File: config.mk
export PLATFORM = sky130hd
export DESIGN_NAME = fft_ctl
export DESIGN_NICKNAME = d
export VERILOG_FILES = /design/src/verilog/fft_pkg.sv /design/src/verilog/fft_ctl.sv /design/src/verilog/fft_sync.sv /design/src/verilog/fft_window.sv
export VERILOG_INCLUDE_DIRS = /design/src /design/src/verilog
export SDC_FILE = /design/constraint.sdc
export NUM_CORES = 1
export LEC_CHECK = 0
export BUFFER_PORTS_ARGS = -buffer_cell sky130_fd_sc_hd__buf_4
export CAP_MARGIN = 30
export CORE_AREA = 2 2 101 103
export DETAILED_ROUTE_END_ITERATION = 6
export DIE_AREA = 0 0 103 105
export GPL_TIMING_DRIVEN = 0
export PLACE_DENSITY_LB_ADDON = 0.08
export SLEW_MARGIN = 20
export SYNTH_ARGS = -nofsm -noshare
export SYNTH_HDL_FRONTEND = slang
export SYNTH_SLANG_ARGS = --single-unit
export TNS_END_PERCENT = 1
File: constraint.sdc
create_clock -name clk -period 3 [get_ports clk]
set_input_delay 0.45 -clock clk [delete_from_list [all_inputs] [get_ports clk]]
set_output_delay 0.45 -clock clk [all_outputs]
set_load 0.005 [all_outputs]
File: src/verilog/fft_params.svh
// Constants of the foreign-format tape control: offsets, field positions, resets, decodes.
`ifndef FFT_PARAMS_SVH
`define FFT_PARAMS_SVH

// ----------------------------------------
// Register byte offsets
// ----------------------------------------
`define FFT_OFF_CMD 8'h00
`define FFT_OFF_WBUF 8'h04
`define FFT_OFF_XFER 8'h08
`define FFT_OFF_SKIP 8'h0C
`define FFT_OFF_ISTS 8'h10
`define FFT_OFF_IMSK 8'h14

// ----------------------------------------
// Accumulator bit positions (bit 0 is the most significant of 12)
// ----------------------------------------
`define FFT_AC4 7
`define FFT_AC5 6
`define FFT_AC6 5
`define FFT_AC7 4
`define FFT_AC9 2
`define FFT_AC10 1
`define FFT_AC11 0

// ----------------------------------------
// Instruction numbers, decodes and resets
// ----------------------------------------
`define FFT_SKL_BLOCK 5'h0E
`define FFT_SKL_WORD 5'h11
`define FFT_MSC_XFER 5'h03
`define FFT_BM_PATTERN 9'h0AB
`define FFT_LAST_LINE 2'h3
`define FFT_IRQ_BLOCK 0
`define FFT_IRQ_WORD 1
`define FFT_RST_WORD 12'h000
`define FFT_RST_IRQ 2'h0

`endif

File: src/verilog/fft_pkg.sv
// Types shared by the foreign-format tape control modules.
package fft_pkg;

    // Tape control state driven toward the tape control.
    typedef struct packed {
        logic motion;
        logic forward;
        logic unit1;
        logic format;
        logic write;
    } fft_tape_ctl_s;

    // Raw tape pins, sampled together.
    typedef struct packed {
        logic timing;
        logic mark;
        logic tp3;
        logic tp4;
        logic preset;
        logic [2:0] data;
    } fft_pins_s;

endpackage : fft_pkg

File: src/verilog/fft_ctl.sv
// Foreign-format tape control: APB registers, mark window, word assembly, flags.
`timescale 1ns/1ps
`include "fft_params.svh"

module fft_ctl (
    input wire logic clk,
    input wire logic rstn,
    input wire logic psel,
    input wire logic penable,
    input wire logic pwrite,
    input wire logic [7:0] paddr,
    input wire logic [31:0] pwdata,
    output logic [31:0] prdata,
    output logic pready,
    output logic pslverr,
    input wire fft_pkg::fft_pins_s pins,
    output logic timing_track_out,
    output logic [2:0] data_track_out,
    output logic native_wind_decode_enable,
    output logic write_select_level,
    output logic tape_break_inhibit,
    output fft_pkg::fft_tape_ctl_s tape_ctl,
    output logic irq
);

    // ----------------------------------------
    // Pin synchronisation and pulse edges
    // ----------------------------------------
    fft_pkg::fft_pins_s pin_s;
    logic tp3_prev_q;
    logic tp4_prev_q;
    logic tp3_pulse;
    logic tp4_pulse;
    logic preset;

    fft_sync #(.W(8)) u_sync (
        .clk(clk),
        .rstn(rstn),
        .async_in(pins),
        .sync_out(pin_s)
    );

    assign tp3_pulse = pin_s.tp3 && !tp3_prev_q;
    assign tp4_pulse = pin_s.tp4 && !tp4_prev_q;
    assign preset = pin_s.preset;

    // ----------------------------------------
    // State registers
    // ----------------------------------------
    logic fmt_q, wr_q, motion_q, fwd_q, unit_q, blk_q, wavail_q, skip_q;
    logic fmt_d, wr_d, motion_d, fwd_d, unit_d, blk_d, wavail_d, skip_d;
    logic [1:0] line_q, line_d;
    logic [11:0] rwb_q, rwb_d, xfer_q, xfer_d, twb_q, twb_d;
    logic [2:0] dout_d;
    logic [1:0] ists_q, ists_d, imsk_q, imsk_d, ev;
    logic [8:0] window;
    logic bm;
    logic word_ready;
    logic tp3_f;
    logic tp4_f;

    assign tp3_f = tp3_pulse && fmt_q;
    assign tp4_f = tp4_pulse && fmt_q;

    fft_window u_window (
        .clk(clk),
        .rstn(rstn),
        .shift_en(tp3_f),
        .mark_bit(pin_s.mark),
        .mark_window_bits(window),
        .block_mark_detect(bm)
    );

    // ----------------------------------------
    // APB decode
    // ----------------------------------------
    logic setup, acc, wr_acc, rd_acc, mapped;
    logic sel_cmd, sel_wbuf, sel_xfer, sel_skip, sel_ists, sel_imsk;
    logic cmd_wr, skl_wr;
    logic [11:0] acw;
    logic [31:0] rdata;

    assign setup = psel && !penable;
    assign acc = psel && penable && pready;
    assign wr_acc = acc && pwrite;
    assign rd_acc = acc && !pwrite;
    assign sel_cmd = paddr == `FFT_OFF_CMD;
    assign sel_wbuf = paddr == `FFT_OFF_WBUF;
    assign sel_xfer = paddr == `FFT_OFF_XFER;
    assign sel_skip = paddr == `FFT_OFF_SKIP;
    assign sel_ists = paddr == `FFT_OFF_ISTS;
    assign sel_imsk = paddr == `FFT_OFF_IMSK;
    assign mapped = sel_cmd | sel_wbuf | sel_xfer | sel_skip | sel_ists | sel_imsk;
    assign cmd_wr = wr_acc && sel_cmd;
    assign skl_wr = wr_acc && sel_skip;
    assign acw = pwdata[11:0];

    // ----------------------------------------
    // Command and mode flops
    // ----------------------------------------
    // format select and write copy
    assign fmt_d = preset ? 1'b0 : (cmd_wr && acw[`FFT_AC10]) ? 1'b1 : fmt_q;
    assign wr_d = preset ? 1'b0
        : (cmd_wr && acw[`FFT_AC10]) ? acw[`FFT_AC11] : wr_q;
    assign motion_d = preset ? 1'b0 : (cmd_wr && acw[`FFT_AC9]) ? 1'b1 : motion_q;
    assign fwd_d = !cmd_wr ? fwd_q
        : (acw[`FFT_AC9] && !motion_q) ? 1'b1
        : acw[`FFT_AC7] ? 1'b1
        : acw[`FFT_AC5] ? 1'b0 : fwd_q;
    assign unit_d = (cmd_wr && acw[`FFT_AC6]) ? 1'b1 : unit_q;
    assign blk_d = (tp4_f && bm) ? 1'b1
        : ((cmd_wr && acw[`FFT_AC4]) || preset) ? 1'b0 : blk_q;

    // ----------------------------------------
    // Line counter and word path
    // ----------------------------------------
    // fourth line decode
    assign word_ready = line_q == `FFT_LAST_LINE;
    assign line_d = (tp4_f && bm) ? 2'h0 : tp4_f ? line_q + 2'h1 : line_q;
    // write word enters buffer at word boundary
    assign rwb_d = tp3_f ? {rwb_q[8:0], wr_q ? 3'h0 : pin_s.data}
        : (tp4_f && word_ready && wr_q) ? twb_q : rwb_q;
    assign dout_d = (tp3_f && wr_q) ? rwb_q[11:9] : data_track_out;
    // load transfer register on fourth pulse
    assign xfer_d = (tp4_f && word_ready) ? rwb_q : xfer_q;
    assign wavail_d = (tp4_f && word_ready) ? 1'b1
        : ((rd_acc && sel_xfer) || preset) ? 1'b0 : wavail_q;
    assign twb_d = (wr_acc && sel_wbuf) ? acw : twb_q;

    // ----------------------------------------
    // Skip test
    // ----------------------------------------
    // line 14 tests block-seen
    assign skip_d = !skl_wr ? skip_q
        : (pwdata[4:0] == `FFT_SKL_BLOCK) ? blk_q
        : (pwdata[4:0] == `FFT_SKL_WORD) ? wavail_q : 1'b0;

    // ----------------------------------------
    // Interrupt status and mask
    // ----------------------------------------
    assign ev[`FFT_IRQ_BLOCK] = tp4_f && bm;
    assign ev[`FFT_IRQ_WORD] = tp4_f && word_ready;
    assign ists_d = ev | (ists_q & ~((wr_acc && sel_ists) ? pwdata[1:0] : 2'h0));
    assign imsk_d = (wr_acc && sel_imsk) ? pwdata[1:0] : imsk_q;

    // ----------------------------------------
    // Read data
    // ----------------------------------------
    assign rdata = sel_cmd ? {22'h0, fmt_q, wr_q, motion_q, fwd_q, unit_q,
                              blk_q, wavail_q, word_ready, line_q}
        : sel_wbuf ? {20'h0, twb_q}
        : sel_xfer ? {20'h0, xfer_q}
        : sel_skip ? {31'h0, skip_q}
        : sel_ists ? {30'h0, ists_q}
        : sel_imsk ? {30'h0, imsk_q} : 32'h0;

    // ----------------------------------------
    // Registers
    // ----------------------------------------
    always_ff @(posedge clk)
    begin
        if (!rstn)
        begin
            {fmt_q, wr_q, motion_q, fwd_q, unit_q, blk_q, wavail_q, skip_q} <= 8'h00;
            {tp3_prev_q, tp4_prev_q, line_q} <= 4'h0;
            rwb_q <= `FFT_RST_WORD;
            xfer_q <= `FFT_RST_WORD;
            twb_q <= `FFT_RST_WORD;
            ists_q <= `FFT_RST_IRQ;
            imsk_q <= `FFT_RST_IRQ;
        end
        else
        begin
            {fmt_q, wr_q, motion_q, fwd_q} <= {fmt_d, wr_d, motion_d, fwd_d};
            {unit_q, blk_q, wavail_q, skip_q} <= {unit_d, blk_d, wavail_d, skip_d};
            {tp3_prev_q, tp4_prev_q, line_q} <= {pin_s.tp3, pin_s.tp4, line_d};
            rwb_q <= rwb_d;
            xfer_q <= xfer_d;
            twb_q <= twb_d;
            ists_q <= ists_d;
            imsk_q <= imsk_d;
        end
    end

    // Outputs are all registered; APB answers in the first access cycle.
    always_ff @(posedge clk)
    begin
        if (!rstn)
        begin
            {pready, pslverr, prdata} <= 34'h0;
            {timing_track_out, data_track_out, irq} <= 5'h00;
            {native_wind_decode_enable, write_select_level} <= 2'h2;
            tape_break_inhibit <= 1'b0;
            tape_ctl <= '0;
        end
        else
        begin
            pready <= setup;
            pslverr <= setup && !mapped;
            prdata <= (setup && !pwrite) ? rdata : prdata;
            // invert timing track, block wind decode
            timing_track_out <= pin_s.timing ^ fmt_q;
            native_wind_decode_enable <= !fmt_q;
            // no tape break in foreign mode
            tape_break_inhibit <= fmt_q;
            write_select_level <= fmt_q && wr_q;
            data_track_out <= dout_d;
            irq <= |(ists_q & imsk_q);
            tape_ctl <= '{motion_q, fwd_q, unit_q, fmt_q, wr_q};
        end
    end
endmodule : fft_ctl

File: src/verilog/fft_sync.sv
// Two-flop synchroniser for a group of asynchronous pin inputs.
`timescale 1ns/1ps

module fft_sync #(
    parameter int W = 8
) (
    input wire logic clk,
    input wire logic rstn,
    input wire logic [W-1:0] async_in,
    output logic [W-1:0] sync_out
);

    logic [W-1:0] meta_q;

    genvar i;
    generate
        for (i = 0; i < W; i++)
        begin : g_bit
            always_ff @(posedge clk)
            begin
                meta_q[i] <= rstn ? async_in[i] : 1'b0;
                sync_out[i] <= rstn ? meta_q[i] : 1'b0;
            end
        end
    endgenerate

endmodule : fft_sync

File: src/verilog/fft_window.sv
// Nine-bit mark window shift register with block-mark decode.
`timescale 1ns/1ps
`include "fft_params.svh"

module fft_window (
    input wire logic clk,
    input wire logic rstn,
    input wire logic shift_en,
    input wire logic mark_bit,
    output logic [8:0] mark_window_bits,
    output logic block_mark_detect
);

    logic [8:0] win_d;

    assign win_d = shift_en ? {mark_window_bits[7:0], mark_bit} : mark_window_bits;
    assign block_mark_detect = (mark_window_bits == `FFT_BM_PATTERN);

    always_ff @(posedge clk)
    begin
        mark_window_bits <= rstn ? win_d : 9'h000;
    end
endmodule : fft_window
* Word-level counts from Yosys, hierarchy flattened *
Cells that the tools add are included.

storage, ports and cells
  bits in registers = 123
  input port bits = 53
  output and inout port bits = 47
  logic and storage cells = 131

cells by class
  $add $sub $neg = 1
  eq/ne operators = 9
  multiplexer cells = 19
  bitwise gates (word level) = 11
  reduce and logical (&&, ||, !) cells = 45

operators by type and width
  cell                 count
  $mux 12              5
  $logic_and 1x1->1    27
  $eq 8x4->1 const B   2
  $eq 8x5->1 const B   2
  $eq 9x8->1 const B   1
  $mux 1               9
  $eq 8x3->1 const B   1
  $logic_not 8->1      1
  $mux 2               4
  $logic_not 1->1      7
  $reduce_bool 2->1    3
  $reduce_or 2->1      3
  $eq 5x4->1 const B   1
  $eq 5x5->1 const B   1
  $or 1x1->1           5
  $and 2x2->2          2
  $mux 3               1
  $reduce_bool 3->1    1
  $add 2x1->2 const B  1
  $eq 2x2->1 const B   1
  $logic_or 1x1->1     2
  $not 2->2            1
  $or 2x2->2           1
  $reduce_and 2->1     1
  2 further kinds      2

* Longest topological paths before layout *
  word-level depth = 8
  gate-level depth with buffers = 6

* Hierarchy *
A second synthesis with hierarchy kept.

second synthesis, totals
  cell total of the unflattened synthesis = 468
  area, all modules = 4321.6 µm²

by module, submodules not included
  module      instances  cells each  area each (µm²)
  fft_ctl     1          404         3508.4
  fft_sync    1          33          446.7
  fft_window  1          31          366.6

* Worst setup path before layout *
Ideal clock, no wire load.

  kind = input-to-reg
  from = in paddr[4]
  to = reg blk_q
  setup time = 0.115 ns
  arrival = 1.663 ns
  required time = 2.885 ns
  path slack = 1.223 ns
  stages = 5
  buffers on the path = 1
  cell sequence = buf_2 > or4_4 > nor3_2 > a21oi_1 > o21a_1

on the way
  cells in the longest elaborated chain, start to end = 5

RTL lines
  item                         RTL line        source
  start: declaration           fft_ctl.sv:11   input wire logic [7:0] paddr,
  $logic_not 8->1 (no line)    n/a
  $logic_and 1x1->1            fft_ctl.sv:94   assign cmd_wr = wr_acc && sel_cmd;
  $logic_and 1x1->1            fft_ctl.sv:112  : ((cmd_wr && acw[`FFT_AC4]) || preset) ? 1'b0 : blk_q;
  $logic_or 1x1->1             fft_ctl.sv:112
  $reduce_bool 2->1 (no line)  n/a
  end signal: assignment       fft_ctl.sv:175  {unit_q, blk_q, wavail_q, skip_q} <= {unit_d, blk_d, wavail_d, skip_d};
  end: declaration             fft_ctl.sv:50   logic fmt_q, wr_q, motion_q, fwd_q, unit_q, blk_q, wavail_q, skip_q;

No other way between the ends.
A chain may end at the register's enable or synchronous reset.

* Final worst setup path *
  from = reg line_q[0]
  to = reg rwb_q[10]

on the way
  cells in the longest elaborated chain, start to end = 4

RTL lines
  item                            RTL line        source
  start: declaration              fft_ctl.sv:52   logic [1:0] line_q, line_d;
  start signal: assignment        fft_ctl.sv:176  {tp3_prev_q, tp4_prev_q, line_q} <= {pin_s.tp3, pin_s.tp4, line_d};
  $eq 2x2->1 (no line)            n/a
  $logic_and 1x1->1 (2 in a row)  fft_ctl.sv:122  : (tp4_f && word_ready && wr_q) ? twb_q : rwb_q;
  $reduce_bool 2->1 (no line)     n/a
  end signal: assignment          fft_ctl.sv:166  rwb_q <= `FFT_RST_WORD;
  end signal: assignment          fft_ctl.sv:177  rwb_q <= rwb_d;
  end: declaration                fft_ctl.sv:53   logic [11:0] rwb_q, rwb_d, xfer_q, xfer_d, twb_q, twb_d;

No other way between the ends.

==> flow_metrics.py <==
metrics = {
    "power": {
        "share_seq_of_total_power_pct": 55.1,
        "internal-power_mw": 1.95,
        "power.switching_uw": 572,
        "power.combinational.fraction_pct": 6.7,
        "clock_power_share_pct": 38.2,
        "cellLeakagePower_nw": 2.05,
        "peak_supply_drop_v": 0.000293,
        "p_per_area_nw_per_um2": 492,
        "power_switching_share_pct": 22.6,
    },
    "critical_path": {
        "crit_chain": "ha_1 > nand4b_1 > o21ai_2 > buf_2 > nor2_1 > a311oi_1",
        "critical_path.max_fanout": 10,
        "critical_path_class": "flip-flop to flip-flop",
        "worst_path_largest_cell_delay_ns": 0.47,
        "start_kind": "flip-flop",
        "timing.critical_path.arrival_ns": 2.45,
        "critPathCaptureType": "flip-flop",
        "timing.critical_path.required_ns": 3.28,
        "slowest_cell_on_the_critical_path": "sky130_fd_sc_hd__o21ai_2",
    },
    "die": {
        "placement_rows": 36,
        "design.portCount": 100,
        "chipWidth_um": 103,
        "dieArea_sq_um": 10800,
        "die_height_um": 105,
        "initial_utilization_pct": 44.0,
        "core_area_sq_um": 9640,
    },
    "job": {
        "cap_violations": 0,
    },
    "cells_and_area": {
        "area_delta_synth_final_pct": 20.9,
        "num-fill-cells": 967,
        "nets_final": 625,
        "insertedDiodeCount": 0,
        "layout_cells_sized_above_1_pct": 19.1,
    },
    "timing": {
        "post_route_minimum_period_ns": 2.16,
        "report.final.slew_viol_count": 0,
        "setup-tns-final_ns": 0,
        "fmax_ghz": 0.462,
        "timing_worst_slew_pin_value_ns": 0.951,
        "hold_viol": 0,
        "finClkSkew_ns": 0.00885,
        "relSlewSlack_pct": 36.0,
        "rsz0062_at_grt": "false",
        "min_period_over_period_pct": 72.1,
        "final.hold.worst_slack_ns": 0.281,
        "setup-violations-final": 0,
    },
    "grt": {
        "grt_usage_pct": 21.0,
        "number_of_antenna_violations_at_the_first_check_in_global_routing": 0,
        "grt_start_max_net_pins": 17,
        "gr-total-overflow": 0,
        "grt_pass1_wl_um": 17400,
        "first_global_vias": 3421,
    },
    "yosys": {
        "syn_inst": 484,
        "yosysWarningCount": 0,
        "synth_ff_type": "sky130_fd_sc_hd__dfxtp_1",
        "edff_count_synth": 0,
        "yosysMostFrequentCell": "sky130_fd_sc_hd__dfxtp_1",
        "top_area_cells_in_the_synthesized_netlist": "sky130_fd_sc_hd__dfxtp_1, sky130_fd_sc_hd__nand2_1, sky130_fd_sc_hd__a21oi_1",
        "postSynthRegisterBits": 103,
        "syn_avg_cell_area_sq_um": 8.77,
        "ys_seq_area_share_pct": 48.6,
        "synth_top_cells_by_count": "sky130_fd_sc_hd__dfxtp_1, sky130_fd_sc_hd__nand2_1, sky130_fd_sc_hd__a21oi_1, sky130_fd_sc_hd__nor2_1",
        "post-synth-top-area-cell": "sky130_fd_sc_hd__dfxtp_1",
        "netlist_area_sq_um": 4240,
        "synthDominantCellAreaShare_pct": 48.6,
        "ys_async_sr_fraction_pct": 0,
        "yosys.cell_types.count": 55,
    },
    "clock_network": {
        "cts.repair.resized": 0,
        "numCtsBuffers": 9,
        "clockBufferDepth": 2,
        "cts_post_setup_buffers_inserted": 0,
        "clock_tree.root_cell": "sky130_fd_sc_hd__clkbuf_8",
        "clkLatencyLatePin_ns": 0.37,
        "cts.reportedPaths.clkPinSlew_ns": 0.10,
        "cts_hold_repair.buffers": 0,
        "h-tree-depth": 3,
        "clock-sinks": 103,
        "tritoncts": "built",
    },
    "status": {
        "status": "finished, final reports clean",
    },
    "place": {
        "numPortBuffers": 57,
        "gp_routability_congestion": 0.874,
        "detailed_place_hpwl_um": 8290,
    },
    "routing": {
        "detailedRoute.firstIterationViolations": 220,
        "vias": 3666,
        "avgRoutedWirePerCell_um": 15.7,
        "drtAntennaViolNets": 0,
        "drt_wl_total_um": 11100,
        "vias_per_cell": 5.17,
        "drc": 0,
        "drt_pass1_iterations": 5,
    },
    "worst_hold_path": {
        "path_class_of_the_lowest_slack_min_delay_path": "input port to flip-flop",
    },
}
-- cells in the final DEF, fill, tap and decap left out, types with 3 or more instances in the layout --
cell | netlist | final
sky130_fd_sc_hd__a311oi_1 | 11 | 11
sky130_fd_sc_hd__o21ai_0 | 11 | 11
sky130_fd_sc_hd__o221a_2 | 3 | 3
sky130_fd_sc_hd__nand2b_1 | 14 | 14
sky130_fd_sc_hd__clkbuf_8 | 0 | 10
sky130_fd_sc_hd__clkbuf_1 | 22 | 23
sky130_fd_sc_hd__nor3_1 | 3 | 3
sky130_fd_sc_hd__nand3_1 | 17 | 17
sky130_fd_sc_hd__nand4_1 | 5 | 5
sky130_fd_sc_hd__buf_4 | 21 | 78
sky130_fd_sc_hd__o221ai_1 | 8 | 8
sky130_fd_sc_hd__a21oi_1 | 45 | 45
sky130_fd_sc_hd__nor2b_1 | 3 | 3
sky130_fd_sc_hd__nand2_1 | 76 | 76
sky130_fd_sc_hd__conb_1 | 1 | 20
sky130_fd_sc_hd__dfxtp_1 | 103 | 103
sky130_fd_sc_hd__a22o_1 | 3 | 3
sky130_fd_sc_hd__nand3b_1 | 3 | 3
sky130_fd_sc_hd__buf_2 | 6 | 6
sky130_fd_sc_hd__nor2_1 | 35 | 35
sky130_fd_sc_hd__inv_1 | 12 | 12
sky130_fd_sc_hd__a22oi_1 | 4 | 4
sky130_fd_sc_hd__and2_1 | 22 | 22
sky130_fd_sc_hd__mux2i_1 | 16 | 16
-- worst paths after layout --
path                                             startpoint                             to  slack [ns]  cells after the start
worst max-delay path                 line_q[0]$_SDFFE_PP0N_         rwb_q[10]$_SDFFE_PN0P_        0.84                      6
worst min-delay path                                pins[1]    u_sync.meta_q[1]$_SDFF_PN0_        0.28                      2
worst min register to register  u_sync.meta_q[2]$_SDFF_PN0_  u_sync.sync_out[2]$_SDFF_PN0_        0.43                      1
worst max register to register       line_q[0]$_SDFFE_PP0N_         rwb_q[10]$_SDFFE_PN0P_        0.84                      6
-- final cells by class --
| cell class | count | area (sq um) | area share, % |
|---|---|---|---|
| inverters | 13 | 48.8 | 0.951 |
| well taps | 133 | 166 | 3.24 |
| flip-flops and latches | 103 | 2060 | 40.2 |
| multi-input cells | 336 | 1930 | 37.5 |
| repair buffers | 57 | 428 | 8.34 |
| clock inverters | 5 | 81.3 | 1.58 |
| plain buffers | 51 | 278 | 5.41 |
| clock buffers | 11 | 141 | 2.76 |
-- worst max-delay path: cells and delay by family, from the launching register on --
family / cells / cell delay (ns)
adders and majority gates: 1 / 0.27
buffers and inverters: 1 / 0.30
and+or+nand+nor: 2 / 0.42
AOI/OAI and AO/OA: 2 / 0.70
DFF: 1 / 0.39
-- power groups by stage --
| stage | logic, mW | clock network, mW | registers (mW) |
|---|---|---|---|
| floorplan | 0.0888 | 0 | 1.42 |
| global placement | 0.166 | 0 | 1.42 |
| detailed placement | 0.168 | 0 | 1.42 |
| CTS | 0.168 | 0.983 | 1.39 |
| global route | 0.186 | 1.05 | 1.39 |
| finish | 0.170 | 0.966 | 1.39 |
-- flip-flops by register name, indices dropped and copies added (netlist names), 2 cells and up --
| register | cells |
|---|---|
| data_track_out | 3 |
| imsk_q | 2 |
| ists_q | 2 |
| line_q | 2 |
| prdata | 12 |
| rwb_q | 12 |
| tape_ctl | 5 |
| twb_q | 12 |
| u_sync.meta_q | 8 |
| u_sync.sync_out | 8 |
| u_window.mark_window_bits | 9 |
| xfer_q | 12 |
-- per-layer routing --
layer  GRT usage (%)  wire length, um
met2            33.8             5190
met4            6.48              151
met1            28.7             5050
met3            3.55              707
met5               0                0
-- cell families after synthesis --
family                     share of synthesized area, %
AOI/OAI and AO/OA                                  15.3
xor gates and xnor gates                          0.413
adders and majority gates                         0.295
buffers and inverters                              7.70
DFF                                                48.6
muxes                                              3.77
other                                            0.0884
and+or+nand+nor                                    23.8
-- metrics by stage --
stage	power (mW)	instances	cell area, sq um	utilization (%)	setup WS, ns
final	2.53	709	5130	53.2	0.837
after global routing	2.62	709	5130	53.2	0.733
after CTS	2.54	709	5130	53.2	0.830
after detailed placement	1.59	693	4910	50.9	0.831
after global placement	1.59	693	4910	50.9	0.826
after floorplan	1.51	503	4310	-	1.22
Note: power is estimated with default switching activity, not from simulation.
